$ cat src/shared/sltx_pkg.sv
// Purpose: Shared constants and types of the synchronous line transmit sequencer.
// Assumes: 32-bit AXI4-Lite register bus, one system clock.
// Notes:   Offsets are byte addresses of aligned words.
// ============================================================================
// Package
package sltx_pkg;
    // ========================================================================
    // Register map
    localparam int         SLTX_AW          = 4;
    localparam logic [3:0] SLTX_MAINT_OFS   = 4'h0;
    localparam logic [3:0] SLTX_OUT_OFS     = 4'h4;
    localparam logic [3:0] SLTX_STAT_OFS    = 4'h8;
    localparam int         SLTX_PROTO_BIT   = 0;
    localparam int         SLTX_SBCLR_BIT   = 1;
    localparam int         SLTX_LATECLR_BIT = 2;
    localparam int         SLTX_SOM_BIT     = 8;
    localparam int         SLTX_EOM_BIT     = 9;
    localparam logic [1:0] SLTX_RESP_OKAY   = 2'h0;
    localparam logic [1:0] SLTX_RESP_SLVERR = 2'h2;
    // ========================================================================
    // Transmit path constants
    localparam logic [2:0]  SLTX_BIT_MAX  = 3'h7;
    localparam logic [2:0]  SLTX_ONES_5   = 3'h5;
    localparam logic [2:0]  SLTX_ONES_6   = 3'h6;
    localparam logic [15:0] SLTX_CRC_POLY = 16'h1021;
    localparam logic [15:0] SLTX_CRC_INIT = 16'hffff;
    // ========================================================================
    // Bus write phases
    typedef enum logic [0:0] {
        SLTX_WR_COLLECT = 1'b0,
        SLTX_WR_RESP    = 1'b1
    } sltx_wr_e;
    // ========================================================================
    // Table outputs and the sync buffer
    typedef struct packed {
        logic flag_request;
        logic check_request;
        logic activate_request;
        logic done_preset;
    } sltx_fd_s;
    typedef struct packed {
        logic space_insert;
        logic check_select;
        logic shift_select;
        logic bit_counter_enable;
    } sltx_pc_s;
    typedef struct packed {
        logic shift_clock_qualifier;
        logic crc_clock_enable;
        logic buffer_to_shift_load;
        logic serial_tx_bit;
    } sltx_dd_s;
    typedef struct packed {
        logic flag_request;
        logic check_request;
        logic synced_sending_flag;
        logic start_of_message_bit;
        logic end_of_message_bit;
        logic synced_abort;
    } sltx_sync_s;
    // Status word, low bits first from the right
    typedef struct packed {
        logic [11:0] zero;
        logic [2:0]  ones;
        logic [2:0]  bit_count;
        logic        hold_full;
        logic        data_late;
        logic        tx_done;
        logic        serial_tx_bit;
        logic [3:0]  zero_b;
        sltx_sync_s  sync_buffer;
    } sltx_status_s;
endpackage : sltx_pkg

$ cat src/rtl/sltx_sequencer.sv
// Purpose: Table-driven transmit sequencer of a synchronous line unit.
// Assumes: Modem clock and status pins are asynchronous to clk_sys_i.
// Notes:   Sync buffer strobes on leading edges of the synced modem clock.
module sltx_sequencer
    import sltx_pkg::*;
(
    // Clock and reset
    input  wire logic               clk_sys_i,
    input  wire logic               rst_i,
    // Modem and switches
    input  wire logic               tx_clk_i,
    input  wire logic               clear_to_send_i,
    input  wire logic               data_set_ready_i,
    input  wire logic               crc_disable_i,
    input  wire logic               table_disable_test_i,
    output logic                    serial_tx_o,
    // AXI4-Lite write
    input  wire logic [SLTX_AW-1:0] s_axi_awaddr_i,
    input  wire logic               s_axi_awvalid_i,
    output logic                    s_axi_awready_o,
    input  wire logic [31:0]        s_axi_wdata_i,
    input  wire logic [3:0]         s_axi_wstrb_i,
    input  wire logic               s_axi_wvalid_i,
    output logic                    s_axi_wready_o,
    output logic [1:0]              s_axi_bresp_o,
    output logic                    s_axi_bvalid_o,
    input  wire logic               s_axi_bready_i,
    // AXI4-Lite read
    input  wire logic [SLTX_AW-1:0] s_axi_araddr_i,
    input  wire logic               s_axi_arvalid_i,
    output logic                    s_axi_arready_o,
    output logic [31:0]             s_axi_rdata_o,
    output logic [1:0]              s_axi_rresp_o,
    output logic                    s_axi_rvalid_o,
    input  wire logic               s_axi_rready_i
);
    // ========================================================================
    // Tables as fixed combinational functions
    // Function table address: proto, no_crc, send, act, flag, edge, eom, load
    function automatic sltx_fd_s function_decode_table(input logic [7:0] a);
        sltx_fd_s o;
        o = '0;
        o.flag_request     = a[5] & a[0] & (~a[4] | a[1]);
        o.check_request    = a[0] & a[4] & a[1] & ~a[6];
        o.activate_request = a[5];
        o.done_preset      = a[0] & a[4] & ~a[1] & ~a[3];
        return o;
    endfunction : function_decode_table

    // Path table address: proto, abort, flag, crc, 0, ones6, ones5, load
    function automatic sltx_pc_s path_control_table(input logic [7:0] a);
        sltx_pc_s o;
        logic     stuff;
        o     = '0;
        stuff = ~a[7] & a[1] & ~a[5] & ~a[6];
        o.space_insert       = stuff;
        o.check_select       = a[4] & ~a[5] & ~a[6] & ~stuff;
        o.shift_select       = ~a[5] & ~a[4] & ~a[6] & ~stuff;
        o.bit_counter_enable = ~stuff;
        return o;
    endfunction : path_control_table

    // Data table address: som, load, space, 0, crcsel, crcout, srsel, srout
    function automatic sltx_dd_s data_decode_table(input logic [7:0] a);
        sltx_dd_s o;
        o = '0;
        o.buffer_to_shift_load  = a[6] & a[1] & ~a[5];
        o.shift_clock_qualifier = a[1] & ~a[5] & ~(a[6] & a[1]);
        o.crc_clock_enable      = ~a[5] & (a[1] | a[3]);
        if (a[5]) begin
            o.serial_tx_bit = 1'b0;
        end else if (a[3]) begin
            o.serial_tx_bit = a[2];
        end else if (a[1]) begin
            o.serial_tx_bit = a[0];
        end else begin
            o.serial_tx_bit = 1'b1;
        end
        return o;
    endfunction : data_decode_table

    // ========================================================================
    // State
    typedef struct packed {
        logic [1:0]  txc_sync;
        logic        txc_prev;
        logic [1:0]  cts_sync;
        logic [1:0]  dsr_sync;
        logic [1:0]  nocrc_sync;
        logic [1:0]  dis_sync;
        logic        proto_ddcmp;
        sltx_sync_s  sb;
        logic [2:0]  bit_count;
        logic [2:0]  ones;
        logic [7:0]  shreg;
        logic [9:0]  hold;
        logic        hold_full;
        logic        tx_done;
        logic        data_late;
        logic [15:0] crc;
        logic        txd;
        sltx_wr_e    wr_state;
        logic        aw_got;
        logic        w_got;
        logic [3:0]  awaddr;
        logic [31:0] wdata;
        logic [3:0]  wstrb;
        logic [1:0]  bresp;
        logic        rvalid;
        logic [31:0] rdata;
        logic [1:0]  rresp;
    } sltx_state_s;

    sltx_state_s  s;
    sltx_state_s  next_s;
    sltx_fd_s     fd;
    sltx_pc_s     pc;
    sltx_dd_s     dd;
    sltx_status_s status;
    logic         bit_edge;
    logic         send_permit;
    logic         frame_edge_pending;
    logic         char_last_bit_pulse;
    logic         load;
    logic         sync_buffer_strobe;
    logic         tables_off;
    logic         ones_run_five;
    logic         ones_run_six;
    logic         crc_fb;
    logic         wr_go;
    logic         wr_out;
    logic         wr_maint;

    // ========================================================================
    // Transmit control decode
    always_comb begin
        bit_edge           = s.txc_sync[1] & ~s.txc_prev;
        send_permit        = s.cts_sync[1] & s.dsr_sync[1];
        frame_edge_pending = s.sb.check_request | s.sb.start_of_message_bit;
        tables_off         = s.dis_sync[1];
        ones_run_five      = (s.ones >= SLTX_ONES_5);
        ones_run_six       = (s.ones >= SLTX_ONES_6);
        pc = path_control_table({s.proto_ddcmp, s.sb.synced_abort,
                                 s.sb.flag_request, s.sb.check_request,
                                 1'b0, ones_run_six, ones_run_five, 1'b0});
        char_last_bit_pulse = (s.bit_count == SLTX_BIT_MAX) & pc.bit_counter_enable;
        load = ~s.sb.synced_sending_flag | char_last_bit_pulse;
        pc = path_control_table({s.proto_ddcmp, s.sb.synced_abort,
                                 s.sb.flag_request, s.sb.check_request,
                                 1'b0, ones_run_six, ones_run_five, load});
        fd = function_decode_table({s.proto_ddcmp, s.nocrc_sync[1],
                                    send_permit, s.sb.synced_sending_flag,
                                    s.sb.flag_request, frame_edge_pending,
                                    s.hold[SLTX_EOM_BIT], load});
        dd = data_decode_table({s.sb.start_of_message_bit, load,
                                pc.space_insert, 1'b0, pc.check_select,
                                s.crc[15], pc.shift_select, s.shreg[0]});
        if (tables_off) begin
            fd = '0;
            dd = '0;
        end
        sync_buffer_strobe = bit_edge & load;
    end

    // ========================================================================
    // Bus decode
    always_comb begin
        s_axi_awready_o = (s.wr_state == SLTX_WR_COLLECT) & ~s.aw_got;
        s_axi_wready_o  = (s.wr_state == SLTX_WR_COLLECT) & ~s.w_got;
        s_axi_bvalid_o  = (s.wr_state == SLTX_WR_RESP);
        s_axi_bresp_o   = s.bresp;
        s_axi_arready_o = ~s.rvalid;
        s_axi_rvalid_o  = s.rvalid;
        s_axi_rdata_o   = s.rdata;
        s_axi_rresp_o   = s.rresp;
        serial_tx_o     = s.txd;
        wr_go    = (s.wr_state == SLTX_WR_COLLECT) & s.aw_got & s.w_got;
        wr_out   = wr_go & (s.awaddr == SLTX_OUT_OFS) & s.wstrb[0];
        wr_maint = wr_go & (s.awaddr == SLTX_MAINT_OFS) & s.wstrb[0];
        status = '0;
        status.sync_buffer   = s.sb;
        status.serial_tx_bit = s.txd;
        status.tx_done       = s.tx_done;
        status.data_late     = s.data_late;
        status.hold_full     = s.hold_full;
        status.bit_count     = s.bit_count;
        status.ones          = s.ones;
    end

    // ========================================================================
    // Next state
    always_comb begin
        next_s          = s;
        next_s.txc_sync = {s.txc_sync[0], tx_clk_i};
        next_s.txc_prev = s.txc_sync[1];
        next_s.cts_sync = {s.cts_sync[0], clear_to_send_i};
        next_s.dsr_sync = {s.dsr_sync[0], data_set_ready_i};
        next_s.nocrc_sync = {s.nocrc_sync[0], crc_disable_i};
        next_s.dis_sync = {s.dis_sync[0], table_disable_test_i};
        crc_fb = 1'b0;

        // Write channel: address and data in either order
        if (s_axi_awvalid_i & s_axi_awready_o) begin
            next_s.aw_got = 1'b1;
            next_s.awaddr = s_axi_awaddr_i;
        end
        if (s_axi_wvalid_i & s_axi_wready_o) begin
            next_s.w_got = 1'b1;
            next_s.wdata = s_axi_wdata_i;
            next_s.wstrb = s_axi_wstrb_i;
        end
        if (wr_go) begin
            next_s.wr_state = SLTX_WR_RESP;
            next_s.aw_got   = 1'b0;
            next_s.w_got    = 1'b0;
            next_s.bresp    = SLTX_RESP_OKAY;
            case (s.awaddr)
                SLTX_MAINT_OFS: begin
                    if (s.wstrb[0]) begin
                        next_s.proto_ddcmp = s.wdata[SLTX_PROTO_BIT];
                    end
                end
                SLTX_OUT_OFS: begin
                    if (s.wstrb[0]) begin
                        next_s.hold[7:0] = s.wdata[7:0];
                        next_s.hold_full = 1'b1;
                        next_s.tx_done   = 1'b0;
                    end
                    if (s.wstrb[1]) begin
                        next_s.hold[9:8] = s.wdata[SLTX_EOM_BIT:SLTX_SOM_BIT];
                    end
                end
                SLTX_STAT_OFS: begin
                    next_s.bresp = SLTX_RESP_OKAY;
                end
                default: begin
                    next_s.bresp = SLTX_RESP_SLVERR;
                end
            endcase
        end else if ((s.wr_state == SLTX_WR_RESP) & s_axi_bready_i) begin
            next_s.wr_state = SLTX_WR_COLLECT;
        end

        // Read channel
        if (s_axi_arvalid_i & s_axi_arready_o) begin
            next_s.rvalid = 1'b1;
            next_s.rresp  = SLTX_RESP_OKAY;
            case (s_axi_araddr_i)
                SLTX_MAINT_OFS: next_s.rdata = {31'h0, s.proto_ddcmp};
                SLTX_OUT_OFS:   next_s.rdata = {22'h0, s.hold};
                SLTX_STAT_OFS:  next_s.rdata = status;
                default: begin
                    next_s.rdata = 32'h0;
                    next_s.rresp = SLTX_RESP_SLVERR;
                end
            endcase
        end else if (s.rvalid & s_axi_rready_i) begin
            next_s.rvalid = 1'b0;
        end

        // Transmit bit time
        if (bit_edge) begin
            if (sync_buffer_strobe) begin
                next_s.sb.flag_request         = fd.flag_request;
                next_s.sb.check_request        = fd.check_request;
                next_s.sb.synced_sending_flag  = fd.activate_request;
                next_s.sb.start_of_message_bit = s.hold[SLTX_SOM_BIT];
                next_s.sb.end_of_message_bit   = s.hold[SLTX_EOM_BIT];
                next_s.sb.synced_abort         = s.data_late;
            end
            if (fd.done_preset) begin
                next_s.tx_done = 1'b1;
            end
            if (dd.buffer_to_shift_load) begin
                next_s.shreg = s.hold[7:0];
                if (s.hold_full) begin
                    // A word written in this cycle stays pending
                    next_s.hold_full = wr_out;
                    next_s.tx_done   = 1'b1;
                end else if (s.sb.synced_sending_flag) begin
                    next_s.data_late = 1'b1;
                end
            end else if (dd.shift_clock_qualifier) begin
                next_s.shreg = {1'b0, s.shreg[7:1]};
            end
            if (~s.sb.synced_sending_flag) begin
                next_s.bit_count = '0;
                next_s.crc       = SLTX_CRC_INIT;
            end else begin
                if (pc.bit_counter_enable) begin
                    next_s.bit_count = s.bit_count + 3'h1;
                end
                if (dd.crc_clock_enable) begin
                    crc_fb = pc.check_select ? 1'b0 : (s.crc[15] ^ dd.serial_tx_bit);
                    next_s.crc = {s.crc[14:0], 1'b0} ^ (crc_fb ? SLTX_CRC_POLY : 16'h0);
                end
            end
            // Line idles at mark until the sync buffer shows sending
            next_s.txd = s.data_late | dd.serial_tx_bit | ~s.sb.synced_sending_flag;
            if (next_s.txd) begin
                if (s.ones != SLTX_ONES_6) begin
                    next_s.ones = s.ones + 3'h1;
                end
            end else begin
                next_s.ones = '0;
            end
        end

        // Software clears after hardware sets; a same-cycle set of data_late or tx_done wins, a sync buffer clear wins
        if (wr_maint & s.wdata[SLTX_SBCLR_BIT]) begin
            next_s.sb = '0;
        end
        if (wr_maint & s.wdata[SLTX_LATECLR_BIT] & ~(bit_edge & next_s.data_late & ~s.data_late)) begin
            next_s.data_late = 1'b0;
        end
        if (wr_out & bit_edge & (fd.done_preset | (dd.buffer_to_shift_load & s.hold_full))) begin
            next_s.tx_done = 1'b1;
        end
    end

    // ========================================================================
    // Registers
    always_ff @(posedge clk_sys_i or posedge rst_i) begin
        if (rst_i) begin
            s          <= '0;
            s.crc      <= SLTX_CRC_INIT;
            s.txd      <= 1'b1;
            s.wr_state <= SLTX_WR_COLLECT;
        end else begin
            s <= next_s;
        end
    end
endmodule : sltx_sequencer

$ cat config.mk
export PLATFORM = sky130hd
export DESIGN_NAME = sltx_sequencer
export DESIGN_NICKNAME = d
export VERILOG_FILES = /design/src/shared/sltx_pkg.sv /design/src/rtl/sltx_sequencer.sv
export SDC_FILE = /design/constraint.sdc
export NUM_CORES = 1
export LEC_CHECK = 0
export BUFFER_PORTS_ARGS = -buffer_cell sky130_fd_sc_hd__clkbuf_2
export CORE_UTILIZATION = 59
export DETAILED_ROUTE_END_ITERATION = 8
export PLACE_DENSITY = 0.85
export SLEW_MARGIN = 0
export SYNTH_ARGS = -nofsm -noshare
export SYNTH_HDL_FRONTEND = slang
export SYNTH_SLANG_ARGS = --single-unit
$ cat constraint.sdc
create_clock -name clk_sys_i -period 5.37 [get_ports clk_sys_i]
set_input_delay 0.2685 -clock clk_sys_i [delete_from_list [all_inputs] [get_ports clk_sys_i]]
set_output_delay 0.2685 -clock clk_sys_i [all_outputs]
set_load 0.02 [all_outputs]
Word-level counts from Yosys, hierarchy flattened

Cells that the tools add are included.

Add/sub/neg operators: 2
$mul: 0
Div/mod/pow operators: 0
Magnitude comparators: 1
Eq/ne operators: 9
Shift operators: 0
Multiplexer cells: 39
Bitwise gates (word level): 70
Reduce and logical (&&, ||, !) cells: 19

Operators with widths:

| cell                  | count |
|---|---|
| $pmux W20 S3          | 1 |
| $and A1 B1 Y1         | 46 |
| $mux W20              | 2 |
| $mux W16              | 2 |
| $mux W8               | 2 |
| $not A1 Y1            | 16 |
| $xor A16 B13 Y16      | 1 |
| $mux W1               | 15 |
| $mux W3               | 5 |
| $mux W2               | 7 |
| $reduce_bool A2 Y1    | 7 |
| $mux W13              | 1 |
| $mux W6               | 2 |
| $reduce_and A2 Y1     | 5 |
| $reduce_and A3 Y1     | 3 |
| $eq A4 B3 Y1 const B  | 2 |
| $eq A4 B4 Y1 const B  | 2 |
| $logic_not A4 Y1      | 2 |
| $mux W4               | 2 |
| $add A3 B1 Y3 const B | 2 |
| $or A1 B1 Y1          | 6 |
| $reduce_or A3 Y1      | 2 |
| $ne A2 B1 Y1 const B  | 2 |
| $eq A3 B3 Y1 const B  | 1 |
| other kinds (4)       | 4 |

Flip-flop bits (word level): 118
Latch bits: 0
RAM bits: 0
ROM bits: 0
Bits of input ports: 56
Output and inout port bits: 42
Memories kept: 0

Longest topological paths before layout

Gate-level depths: netlist (run 1).

Depth in word-level cells: 23
Depth in mapped cells: 8

Least setup slack after synthesis (run 1)

OpenSTA, ideal clock, no wires.

Path kind: reg2reg
From: reg s[119] (netlist name)
To: reg s[99] (netlist name)
Setup time: 0.137 ns
Arrival: 1.824 ns
Path slack: 3.409 ns
Cell stages (with the launch flop): 8
Period minus slack after synthesis: 1.961 ns
Cell sequence: dfrtp_1 inv_1 ha_1 or3_4 a2111oi_4 o21ai_1 nand2_1 nand2_1

RTL lines:

| element                  | line                  | RTL |
|---|---|---|
| start: declaration       | sltx_sequencer.sv:114 | `sltx_state_s s;` |
| start signal: assignment | sltx_sequencer.sv:330 | `s <= next_s;` |

Final worst setup path (run 1)

From: reg s[119] (netlist name)
To: reg s[81] (netlist name)

Word-level cells in the longest chain between the ends: 16
Elaborated cells on any way between the ends: 21
Those cells by class: order compare (1); eq/ne (1); mux (8); bitwise (10); reduce/logical (1)

RTL lines:

| element                         | line                                                             | RTL |
|---|---|---|
| $ge A3 B3 Y1 (*)                | sltx_sequencer.sv:141                                            | `ones_run_five = (s.ones >= SLTX_ONES_5);` |
| $and A1 B1 Y1 (*) (3 in series) | sltx_sequencer.sv:55                                             | `stuff = ~a[7] & a[1] & ~a[5] & ~a[6];` |
| $not A1 Y1                      | sltx_sequencer.sv:57, sltx_sequencer.sv:58, sltx_sequencer.sv:69 |  |
| $and A1 B1 Y1                   | sltx_sequencer.sv:58                                             | `o.shift_select = ~a[5] & ~a[4] & ~a[6] & ~stuff;` |
| $mux W1                         | sltx_sequencer.sv:74                                             | `end else if (a[1]) begin` |
| $mux W1                         | sltx_sequencer.sv:72                                             | `end else if (a[3]) begin` |
| $mux W1                         | sltx_sequencer.sv:70                                             | `if (a[5]) begin` |
| $mux W4                         | sltx_sequencer.sv:158                                            | `if (tables_off) begin` |
| $xor A1 B1 Y1                   | sltx_sequencer.sv:294                                            | `crc_fb = pc.check_select ? 1'b0 : (s.crc[15] ^ dd.serial_tx_bit);` |
| $mux W1                         | sltx_sequencer.sv:294                                            |  |
| $mux W13                        | sltx_sequencer.sv:295                                            | `next_s.crc = {s.crc[14:0], 1'b0} ^ (crc_fb ? SLTX_CRC_POLY : 16'h0);` |
| $xor A16 B13 Y16                | sltx_sequencer.sv:295                                            |  |
| $mux W16                        | sltx_sequencer.sv:293                                            | `if (dd.crc_clock_enable) begin` |
| $mux W16                        | sltx_sequencer.sv:286                                            | `if (~s.sb.synced_sending_flag) begin` |

Mark *: on every way between the ends. The rest lies on a longest branch, timed or not. The select of a mux whose other input is x is not followed.
A chain may end at the register's enable or synchronous reset.

==> key figures, run 1 <==
Status
  • Status: completed

Setup path
  • Kind of critical path: reg -> reg
  • CP Launch Type: flop
  • Crit end category: flop
  • CP Data Arrival Time: roughly 2800 ps
  • Required time worst endpoint: between 5000 and 6000 ps
  • R2r setup slk: ~2900 ps
  • Max FO, Critical Path: 32

Routing
  • Vias per std cell: about 5.5
  • Post-route ant nets: 0
  • Post-route DRC: 0
  • Via count: 2944
  • Starting DRC count in detailed routing: approximately 200
  • Average wire per standard cell: around 15 um
  • DR pass1 iterations: 4
  • Total wire length: 7980 um

Timing
  • Skew final: ~13 ps
  • Max Transition Viols Final: 0
  • Setup TNS: 0 ps
  • Fmax: around 0.40 GHz
  • Min Clock Period, post-route: 2490 ps
  • Slew headroom: 0.229
  • Final hold viol count: 0
  • RSZ-0062 raised after global routing: no
  • Worst-margin pin slew: 1150 ps
  • Setup violators final: 0
  • Final period util: 0.464

Min path
  • HP Class: in -> reg

Layout
  • Area grow syn2layout: 9.29%
  • Fill cells: 537
  • # diodes: 0
  • Final #Nets: just under 500
  • Commonest non-fill, non-tap cell in the layout: dfrtp_1
  • Most frequent cells in the layout: dfrtp_1 (87), clkbuf_2 (59), nor2_1 (32)
  • Share of layout cells above drive strength 1: 0.310
  • Fin cells: between 500 and 600

Clock network
  • Post-CTS Resized: 0
  • Clock root buffer master: clkbuf_8
  • CTS buffer count: 9
  • Clock transition at the registers of the reported paths: around 90 ps
  • Post-CTS setup buffers: 0
  • Worst-skew pair later-pin latency: approximately 370 ps
  • H-tree depth: 3
  • CTS tree: built
  • Hold_buf cts: 6
  • Clock Tree Buf Depth: 2
  • CTS sink cnt: approximately 100

Yosys
  • Number of flops mapped to enable cells by yosys: 0
  • Ys Warns: 0
  • Post-Synthesis Cell Area: about 4600 um^2
  • Synth Flop Type: dfrtp_1
  • Syn_area_per_cell: roughly 12 um^2
  • Sequential share of the synthesized area: 0.566
  • Mapped Cells: 388
  • Post-synth cell types: between 50 and 60
  • Flops & latches, synth: approximately 100
  • Synth async-reset ratio: 1.00

Place
  • DP HPWL: ~5600 um
  • Placed Cells: approximately 510
  • Port Buffer Count: 59
  • Routability congestion estimate: 0.774

Global route
  • First-pass GRT wire length: about 14000 um
  • Vias in the first global route: around 2.8k
  • Initial antenna violation count: 0
  • Largest net degree at the start of global routing: 64
  • GR Util All Layers: 0.215
  • Total global routing overflow: 0

Power
  • Peak VDD IR: roughly 0.00031 V
  • PwrDens: roughly 430 nW/um^2
  • Leakage: roughly 2.5 nW
  • Total chip power: around 2.2 mW

Floorplanning
  • Die Span Y: just over 90 um
  • Die X-Extent: 90.6 um
  • FP Rows: 31
  • Initial Util: 0.625
  • Ports: 98
  • Core area: 7410 um^2
  • Area of the die: between 8000 and 9000 um^2

Flow run
  • MaxCap Viol Count: 0
## kinds of logic (layout without fill, tap and decap cells)
kind of cell / Yosys count / count (layout) / share of synthesized area
XOR/XNOR: 2 / 2 / 0.00378
multiplexers: 41 / 41 / 0.0959
flip-flops: 104 / 104 / 0.566
other: 1 / 14 / 0.000809
AND/OR/NAND/NOR: 78 / 78 / 0.0921
adder cells (fa/ha/maj): 5 / 5 / 0.0135
buffers and inverters: 72 / 106 / 0.0907
AO/OA/AOI/OAI: 85 / 85 / 0.137
## stage by stage
stage,hold WS [ps],util,setup WS (ps),instance area (um^2)
5_1_grt,63.4,0.683,2560,5060
3_5_place_dp,324,0.646,2920,4790
6_report,73.3,0.683,2880,5060
3_3_place_gp,317,0.646,2970,4790
4_1_cts,62.1,0.683,2900,5060
2_1_floorplan,300,-,2400,4680
## final timing paths
kind	from	endpoint	cells past startpoint
min in group asynchronous	rst_i	next_s[141]$_DFF_PP0_	3
setup / recovery	s[119]$_DFFE_PP0P_	s[81]$_DFFE_PP1P_	7
setup reg to reg	s[119]$_DFFE_PP0P_	s[81]$_DFFE_PP1P_	7
hold reg to reg	next_s[134]$_DFF_PP0_	s[134]$_DFF_PP0_	0
hold / removal	s_axi_bready_i	s_axi_bvalid_o$_DFFE_PP0P_	2
max in group asynchronous	rst_i	s[98]$_DFF_PP0_	4
## report_power, final
group	switching (mW)	internal (mW)	leakage [nW]
combinational	0.262	0.252	1.11
clock	0.256	0.254	0.109
sequential	0.165	0.973	1.29
total	0.683	1.48	2.50
## flip-flops by register name (all words and copies together), names as in the netlist
name and count:
next_s 6, s_axi_bresp_o 1, s_axi_rresp_o 1, serial_tx_o 1
s_axi_rdata_o 20, s_axi_bvalid_o 1, s_axi_rvalid_o 1, s 73
## worst max-delay path, cell delays in order, from the launching register on
cell and delay [ps]:
dfrtp_1 440, inv_1 100, ha_1 200, nor3_1 380, nor2_4 110, o22ai_2 830
o21ai_0 210, o21ai_1 130
## metal layers
metal,routed length [um],GRT usage,vias up
met4,165,0.101,0
met1,3680,0.294,1447
met2,3750,0.333,84
met3,378,0.0429,13
met5,0,0,-
li1,-,-,1400
## final cells by class
| class | instances | area [um^2] | area share |
|---|---|---|---|
| Clock inverter | 4 | 51.3 | 0.0101 |
| Timing Repair Buffer | 66 | 363 | 0.0717 |
| Inverter | 24 | 92.6 | 0.0183 |
| Tap cell | 99 | 124 | 0.0245 |
| Multi-Input combinational cell | 225 | 1640 | 0.325 |
| Sequential cell | 104 | 2620 | 0.518 |
| Clock buffer | 12 | 165 | 0.0326 |
## synthesized netlist by cell type, drive strengths merged, types with 7 or more instances
| cell | n | area (um^2) |
|---|---|---|
| dfstp | 17 | 447 |
| o21ai | 13 | 68.8 |
| a21oi | 13 | 68.8 |
| buf | 42 | 308 |
| nand2 | 14 | 55.1 |
| a22o | 25 | 220 |
| nor2 | 33 | 131 |
| nor2b | 7 | 43.8 |
| dfrtp | 87 | 2180 |
| inv | 24 | 90.1 |
| a31oi | 15 | 93.8 |
| mux2 | 27 | 304 |
| mux2i | 14 | 140 |
No activity file was read; power rests on OpenSTA's default activity.
==> inputs of run 2 (changes only) <==
--- a/config.mk
+++ b/config.mk
@@ -5,10 +5,11 @@
 export SDC_FILE = /design/constraint.sdc
 export NUM_CORES = 1
 export LEC_CHECK = 0
+export ABC_AREA = 1
 export BUFFER_PORTS_ARGS = -buffer_cell sky130_fd_sc_hd__clkbuf_2
-export CORE_UTILIZATION = 59
+export CORE_UTILIZATION = 55
 export DETAILED_ROUTE_END_ITERATION = 8
-export PLACE_DENSITY = 0.85
+export PLACE_DENSITY = 0.8
 export SLEW_MARGIN = 0
 export SYNTH_ARGS = -nofsm -noshare
 export SYNTH_HDL_FRONTEND = slang
==> constraint.sdc (replaced) <==
create_clock -name clk_sys_i -period 2.4 [get_ports clk_sys_i]
set_input_delay 0.12 -clock clk_sys_i [delete_from_list [all_inputs] [get_ports clk_sys_i]]
set_output_delay 0.12 -clock clk_sys_i [all_outputs]
set_load 0.02 [all_outputs]
==> key figures, run 2 <==
Routing
  • Vias per std cell: 5.13 (was 5.51)
  • Total wire length: 8350 um (was 7980 um)
  • DR pass1 iterations: 4 (unchanged)
  • Average wire per standard cell: 12.6 um (was 14.9 um)
  • Post-route DRC: 0 (unchanged)
  • Post-route ant nets: 0 (unchanged)
  • Starting DRC count in detailed routing: 240 (was 201)
  • Via count: 3389 (was 2944)

Power
  • Power share of the combinational group: 0.249 (was 0.238)
  • Leakage: 2.69 nW (was 2.50 nW)
  • Switching Fraction: 0.328 (was 0.316)
  • Peak VDD IR: 0.000621 V (was 0.000315 V)
  • Reg power frac: 0.513 (was 0.527)
  • PwrDens: 858 nW/um^2 (was 427 nW/um^2)
  • Psw: 1.51 mW (was 0.683 mW)
  • Clock share of power: 0.239 (was 0.236)
  • Int Pwr: 3.09 mW (was 1.48 mW)

Timing
  • Final hold viol count: 0 (unchanged)
  • Setup TNS: 0 ps (unchanged)
  • Min Clock Period, post-route: 1990 ps (was 2490 ps)
  • Worst-margin pin slew: 598 ps (was 1150 ps)
  • RSZ-0062 raised after global routing: no (unchanged)
  • Max Transition Viols Final: 0 (unchanged)
  • Fmax: 0.502 GHz (was 0.401 GHz)
  • Final period util: 0.830 (was 0.464)
  • Slew headroom: 0.601 (was 0.229)
  • Setup violators final: 0 (unchanged)
  • Skew final: 12.9 ps (was 13.0 ps)

Yosys
  • Syn_area_per_cell: 9.68 um^2 (was 11.9 um^2)
  • Synth Area in Compound Gates: 0.125 (was 0.137)
  • Synth async-reset ratio: 1.00 (unchanged)
  • Sequential share of the synthesized area: 0.553 (was 0.566)
  • Cell taking the most area after synthesis: dfrtp_1 (unchanged)
  • Synth Flop Type: dfrtp_1 (unchanged)
  • Post-Synthesis Cell Area: 4740 um^2 (was 4630 um^2)
  • Post-synthesis adder-cell area fraction: 0.0132 (was 0.0135)
  • Mapped Cells: 490 (was 388)
  • Post-synthesis mux area share: 0.0237 (was 0.0959)
  • Count leader, synth: nand2_1 (was dfrtp_1)
  • Xor/xnor cell area share of the yosys netlist: 0.00185 (was 0.00378)
  • Ys Warns: 0 (unchanged)
  • Post-synth cell types: 39 (was 53)
  • Number of flops mapped to enable cells by yosys: 0 (unchanged)
  • Largest family of logic cells by synthesized area: simple AND/OR/NAND/NOR gates (was compound AO/OA/AOI/OAI gates)
  • Synth Area in Simple Gates: 0.160 (was 0.0921)
  • Top cells by count, synth: nand2_1 (102), dfrtp_1 (87), inv_1 (60) (was dfrtp_1 (87), buf_4 (37), nor2_1 (32))
  • Flops & latches, synth: 104 (unchanged)
  • Share of the synthesized area in the top cell type: 0.459 (was 0.470)
  • Synth area leaders: dfrtp_1 (46%), dfstp_2 (9.4%), nand2_1 (8.1%) (was dfrtp_1 (47%), dfstp_2 (9.6%), mux2_2 (6.6%))

Clock network
  • CTS buffer count: 9 (unchanged)
  • Worst-skew pair later-pin latency: 370 ps (about the same)
  • H-tree depth: 3 (unchanged)
  • Post-CTS Resized: 0 (unchanged)
  • CTS sink cnt: 104 (unchanged)
  • Post-CTS setup buffers: 0 (unchanged)
  • Clock Tree Buf Depth: 2 (unchanged)
  • Clock root buffer master: clkbuf_8 (unchanged)
  • Hold_buf cts: 23 (was 6)
  • CTS tree: built (unchanged)
  • Clock transition at the registers of the reported paths: 80 ps (was 90 ps)

Global route
  • Vias in the first global route: 3091 (was 2836)
  • First-pass GRT wire length: 14200 um (was 13800 um)
  • Total global routing overflow: 0 (unchanged)
  • GR Util All Layers: 0.207 (was 0.215)
  • Largest net degree at the start of global routing: 78 (was 64)
  • Initial antenna violation count: 0 (unchanged)

Setup path
  • Crit path depth: 10 (was 7)
  • Kind of critical path: reg -> reg (unchanged)
  • Reg2reg start: s[119]$_DFFE_PP0P_ (unchanged)
  • Slowest-stage cell, CP: dfrtp_1 (was o22ai_2)
  • CP Data Arrival Time: 2240 ps (was 2780 ps)
  • Critical Path Most Common Cell: nand2_1
  • CP Launch Type: flop (unchanged)
  • Crit end category: flop (unchanged)
  • Buf/Inv on CP: 2 (was 1)
  • Max FO, Critical Path: 11 (was 32)
  • R2R cell count: 10 (was 7)
  • Slowest stage delay, CP: 400 ps (was 830 ps)
  • Origin of the worst setup path: s[119]$_DFFE_PP0P_ (unchanged)
  • Crit path max-delay family: simple AND/OR/NAND/NOR gates (was compound AO/OA/AOI/OAI gates)
  • Required time worst endpoint: 2650 ps (was 5660 ps)
  • Crit path cell chain: inv_1 > ha_1 > nor2_1 > nand2_1 > nand2_4 > nand2_1 > nor2_2 > nand2_1 > inv_1 > o22ai_1 (was inv_1 > ha_1 > nor3_1 > nor2_4 > o22ai_2 > o21ai_0 > o21ai_1)

Place
  • Placed Cells: 622 (was 512)
  • DP HPWL: 5860 um (was 5620 um)
  • Port Buffer Count: 59 (unchanged)
  • Routability congestion estimate: 0.862 (was 0.774)

Floorplanning
  • FP Rows: 33 (was 31)
  • Die Span Y: 94.9 um (was 90.6 um)
  • Initial Util: 0.572 (was 0.625)
  • Die X-Extent: 94.9 um (was 90.6 um)
  • Core area: 8300 um^2 (was 7410 um^2)
  • Area of the die: 9000 um^2 (was 8210 um^2)
  • Ports: 98 (unchanged)

Min path
  • HP Class: in -> reg (unchanged)
  • WHS Path Cells: 3 (was 2)
  • Min-delay src: s_axi_wdata_i[0] (was s_axi_bready_i)

Layout
  • Fin cells: 661 (was 534)
  • Commonest non-fill, non-tap cell in the layout: nand2_1 (was dfrtp_1)
  • # diodes: 0 (unchanged)
  • Most frequent cells in the layout: nand2_1 (102), dfrtp_1 (87), inv_1 (59), clkbuf_2 (59) (was dfrtp_1 (87), clkbuf_2 (59), nor2_1 (32))
  • Share of layout cells above drive strength 1: 0.246 (was 0.310)
  • Area grow syn2layout: 12.8% (was 9.29%)
  • Max reg flops: 73 (unchanged)
  • Final #Nets: 612 (was 491)
  • Most flops, register: s (unchanged)

Flow run
  • MaxCap Viol Count: 0 (unchanged)

Status
  • Status: completed (unchanged)
run 2: worst paths after layout:
check / end / slack, ps
worst max-delay path: s[117]$_DFFE_PP0P_ / 410
worst min-delay path: s[41]$_DFFE_PP0P_ / 20
worst max register to register: s[117]$_DFFE_PP0P_ / 410
worst min register to register: s[138]$_DFF_PP0_ / 350
max in group asynchronous: s[83]$_DFFE_PP1P_ / 1240
min in group asynchronous: s_axi_rdata_o[7]$_DFFE_PP0P_ / 350
run 2: cell type report:
class                   instances  area [um^2]
well taps                     105          131
inverters                      64          244
repair buffers                 85          561
flip-flops and latches        104         2620
clock buffers                  14          163
multi-input cells             287         1590
fillers                       667         2950
clock inverters                 2         38.8
run 2: through the flow:
| stage | utilization | instance area, um^2 | setup WS, ps | hold WS (ps) | total power [mW] |
|---|---|---|---|---|---|
| 2_1_floorplan | - | 4800 | 701 | 151 | 3.24 |
| 3_3_place_gp | 0.593 | 4920 | 492 | 210 | 3.44 |
| 3_5_place_dp | 0.593 | 4920 | 437 | 211 | 3.50 |
| 4_1_cts | 0.645 | 5350 | 419 | 4.91 | 4.62 |
| 5_1_grt | 0.645 | 5350 | 213 | 68.4 | 4.89 |
| 6_report | 0.645 | 5350 | 409 | 16.0 | 4.59 |
run 2: worst reg2reg max path, delay by kind of cell (launching register included):
family,cells,cell delay [ps]
flip-flops,1,400
buffers and inverters,2,340
AO/OA/AOI/OAI,1,100
adder cells (fa/ha/maj),1,180
AND/OR/NAND/NOR,6,850
run 2: logic make-up (layout without fill, tap and decap cells):
family                     Yosys count  after routing
and+or+nand+nor                    169            169
other                                1             14
muxes                               10             10
AOI/OAI and AO/OA                   88             88
DFF                                104            104
xor gates and xnor gates             1              1
buffers and inverters              112            165
adders and majority gates            5              5
run 2: routing by layer:
layer  vias to the layer above  track usage  routed length (um)
met5                         -            0                   0
met4                         0       0.0758                 116
met3                        10       0.0483                 499
met2                       108        0.317                3740
met1                      1602        0.288                4000
li1                       1669            -                   -
run 2: power by group through the flow:
| stage | Clock, mW | Sequential (mW) | Combinational, mW |
|---|---|---|---|
| 2_1_floorplan | 0 | 2.33 | 0.906 |
| 3_3_place_gp | 0 | 2.37 | 1.07 |
| 3_5_place_dp | 0 | 2.38 | 1.11 |
| 4_1_cts | 1.12 | 2.35 | 1.15 |
| 5_1_grt | 1.20 | 2.40 | 1.29 |
| 6_report | 1.10 | 2.36 | 1.14 |
==> inputs of run 3 (changes only) <==
--- a/config.mk
+++ b/config.mk
@@ -7,9 +7,9 @@
 export LEC_CHECK = 0
 export ABC_AREA = 1
 export BUFFER_PORTS_ARGS = -buffer_cell sky130_fd_sc_hd__clkbuf_2
-export CORE_UTILIZATION = 55
+export CORE_UTILIZATION = 49
 export DETAILED_ROUTE_END_ITERATION = 8
-export PLACE_DENSITY = 0.8
+export PLACE_DENSITY = 0.75
 export SLEW_MARGIN = 0
 export SYNTH_ARGS = -nofsm -noshare
 export SYNTH_HDL_FRONTEND = slang
==> constraint.sdc (replaced) <==
create_clock -name clk_sys_i -period 1.8 [get_ports clk_sys_i]
set_input_delay 0.09 -clock clk_sys_i [delete_from_list [all_inputs] [get_ports clk_sys_i]]
set_output_delay 0.09 -clock clk_sys_i [all_outputs]
set_load 0.02 [all_outputs]
==> key figures, run 3 (synthesized netlist as in run 2, its figures left out) <==
Timing
  • Slew headroom: 0.623 (was 0.601)
  • Fmax: 0.595 GHz (was 0.502 GHz)
  • Min Clock Period, post-route: 1680 ps (was 1990 ps)
  • Max Transition Viols Final: 0 (unchanged)
  • Worst-margin pin slew: 565 ps (was 598 ps)
  • Final period util: 0.934 (was 0.830)
  • Final hold viol count: 0 (unchanged)
  • Skew final: 12.6 ps (was 12.9 ps)
  • Setup violators final: 0 (unchanged)
  • Post-Route Hold Slack: 107 ps (was 16.0 ps)

Routing
  • Average wire per standard cell: 12.8 um (was 12.6 um)
  • Post-route ant nets: 0 (unchanged)
  • Post-route DRC: 0 (unchanged)
  • Total wire length: 8960 um (was 8350 um)
  • DR pass1 iterations: 4 (unchanged)
  • Vias per std cell: 4.87 (was 5.13)
  • Starting DRC count in detailed routing: 154 (was 240)
  • Via count: 3416 (was 3389)

Clock network
  • Clock Tree Buf Depth: 2 (unchanged)
  • Worst-skew pair later-pin latency: 360 ps (was 370 ps)
  • CTS sink cnt: 104 (unchanged)
  • CTS buffer count: 9 (unchanged)
  • Clock transition at the registers of the reported paths: 90 ps (was 80 ps)
  • Clock root buffer master: clkbuf_8 (unchanged)
  • H-tree depth: 3 (unchanged)
  • CTS tree: built (unchanged)

Setup path
  • Slowest-stage cell, CP: dfrtp_1 (unchanged)
  • CP Data Arrival Time: 1970 ps (was 2240 ps)
  • CP Launch Type: flop (unchanged)
  • Required time worst endpoint: 2090 ps (was 2650 ps)
  • Buf/Inv on CP: 1 (was 2)
  • Slowest stage delay, CP: 400 ps (about the same)
  • Crit end category: flop (unchanged)
  • Kind of critical path: reg -> reg (unchanged)
  • Max FO, Critical Path: 8 (was 11)
  • Crit path max-delay family: simple AND/OR/NAND/NOR gates (unchanged)
  • Crit path cell chain: ha_1 > nor2_1 > nand2_1 > nand2_4 > nand2_2 > nor2_4 > nand2_2 > buf_4 > a21oi_2 > o21ai_1 > o21ai_1 (was inv_1 > ha_1 > nor2_1 > nand2_1 > nand2_4 > nand2_1 > nor2_2 > nand2_1 > inv_1 > o22ai_1)

Global route
  • GR Util All Layers: 0.196 (was 0.207)
  • First-pass GRT wire length: 15300 um (was 14200 um)
  • Initial antenna violation count: 0 (unchanged)
  • Largest net degree at the start of global routing: 105 (was 78)
  • Total global routing overflow: 0 (unchanged)
  • Vias in the first global route: 3275 (was 3091)

Power
  • PwrDens: 1120 nW/um^2 (was 858 nW/um^2)
  • Total chip power: 6.22 mW (was 4.59 mW)
  • Leakage: 2.77 nW (was 2.69 nW)
  • Peak VDD IR: 0.000632 V (was 0.000621 V)

Floorplanning
  • Initial Util: 0.509 (was 0.572)
  • Die Span Y: 100 um (was 94.9 um)
  • Die X-Extent: 100 um (was 94.9 um)
  • Core area: 9330 um^2 (was 8300 um^2)
  • Ports: 98 (unchanged)
  • Area of the die: 10100 um^2 (was 9000 um^2)
  • FP Rows: 35 (was 33)

Layout
  • Area grow syn2layout: 16.7% (was 12.8%)
  • Commonest non-fill, non-tap cell in the layout: nand2_1 (unchanged)
  • Share of layout cells above drive strength 1: 0.269 (was 0.246)
  • Max reg flops: 73 (unchanged)
  • Final #Nets: 628 (was 612)
  • Fill cells: 803 (was 667)
  • Most flops, register: s (unchanged)
  • Most frequent cells in the layout: nand2_1 (100), dfrtp_1 (87), inv_1 (59), clkbuf_2 (59), dlygate4sd3_1 (24) (was nand2_1 (102), dfrtp_1 (87), inv_1 (59), clkbuf_2 (59))
  • # diodes: 0 (unchanged)

Min path
  • HP Class: in -> reg (unchanged)

Status
  • Status: completed (unchanged)

Place
  • DP HPWL: 6330 um (was 5860 um)
  • Routability congestion estimate: 0.910 (was 0.862)
  • Port Buffer Count: 59 (unchanged)

Flow run
  • MaxCap Viol Count: 0 (unchanged)
## run 3: cell types whose count changed in the layout (fill, tap and decap cells not counted), sizes merged
cell / previous run / this run
buf: 3 / 18
clkbuf: 73 / 72
clkinv: 2 / 3
dlygate4sd3: 23 / 24
## run 3: layout make-up
cell class	instances	area, um^2	share of cell area
flip-flops and latches	104	2620	0.474
multi-input cells	287	1620	0.292
repair buffers	101	699	0.126
inverters	64	244	0.0441
well taps	129	161	0.0292
clock buffers	13	149	0.0269
clock inverters	3	43.8	0.00791
## run 3: routing by layer
layer  part of all wire  global-route usage  vias to the layer above  wire length (um)
met3              0.041              0.0299                       14               370
met5                  0                   0                        -                 0
met4              0.018              0.0825                        0               162
li1                   -                   -                     1697                 -
met2               0.48               0.310                       89              4260
met1               0.47               0.270                     1616              4170
## run 3: timing repair
item,4_1_cts,5_1_grt
hold buffers,24,0
endpoints found under the setup margin,0,14
setup buffers,0,3
gates resized for setup,0,6
hold endpoints to repair,110,0
## run 3: metrics by stage
step	std cells	TNS [ps]	setup slack, ps	util	cell area (um^2)
2_1_floorplan	503	0	101	-	4800
3_3_place_gp	658	0	167	0.542	5050
3_5_place_dp	658	0	117	0.542	5050
4_1_cts	698	0	80.9	0.588	5490
5_1_grt	701	-10.4	-4.17	0.594	5540
6_report	701	0	119	0.594	5540
## run 3: final timing paths
| path | startpoint | end | slack, ps | depth (start not counted) |
|---|---|---|---|---|
| max | s[118]$_DFFE_PP0P_ | s[110]$_DFFE_PP0P_ | 120 | 11 |
| min in group asynchronous | rst_i | s_axi_rdata_o[3]$_DFFE_PP0P_ | 370 | 4 |
| min | s_axi_awvalid_i | s[78]$_DFFE_PP0P_ | 110 | 3 |
| max reg2reg | s[118]$_DFFE_PP0P_ | s[110]$_DFFE_PP0P_ | 120 | 11 |
| max in group asynchronous | rst_i | s[94]$_DFFE_PP1P_ | 960 | 4 |
| min reg2reg | next_s[138]$_DFF_PP0_ | s[138]$_DFF_PP0_ | 350 | 0 |
## run 3: report_power, final
group | total (mW) | internal, mW | switching, mW
Combinational | 1.67 | 0.654 | 1.02
Sequential | 3.12 | 2.83 | 0.294
Clock | 1.43 | 0.684 | 0.744
Total | 6.22 | 4.17 | 2.05
## run 3: tightest hold or removal path: cells and delay by family
family / cells / cell delay [ps]
and+or+nand+nor: 1 / 140
buffers and inverters: 1 / 70
AOI/OAI and AO/OA: 1 / 120
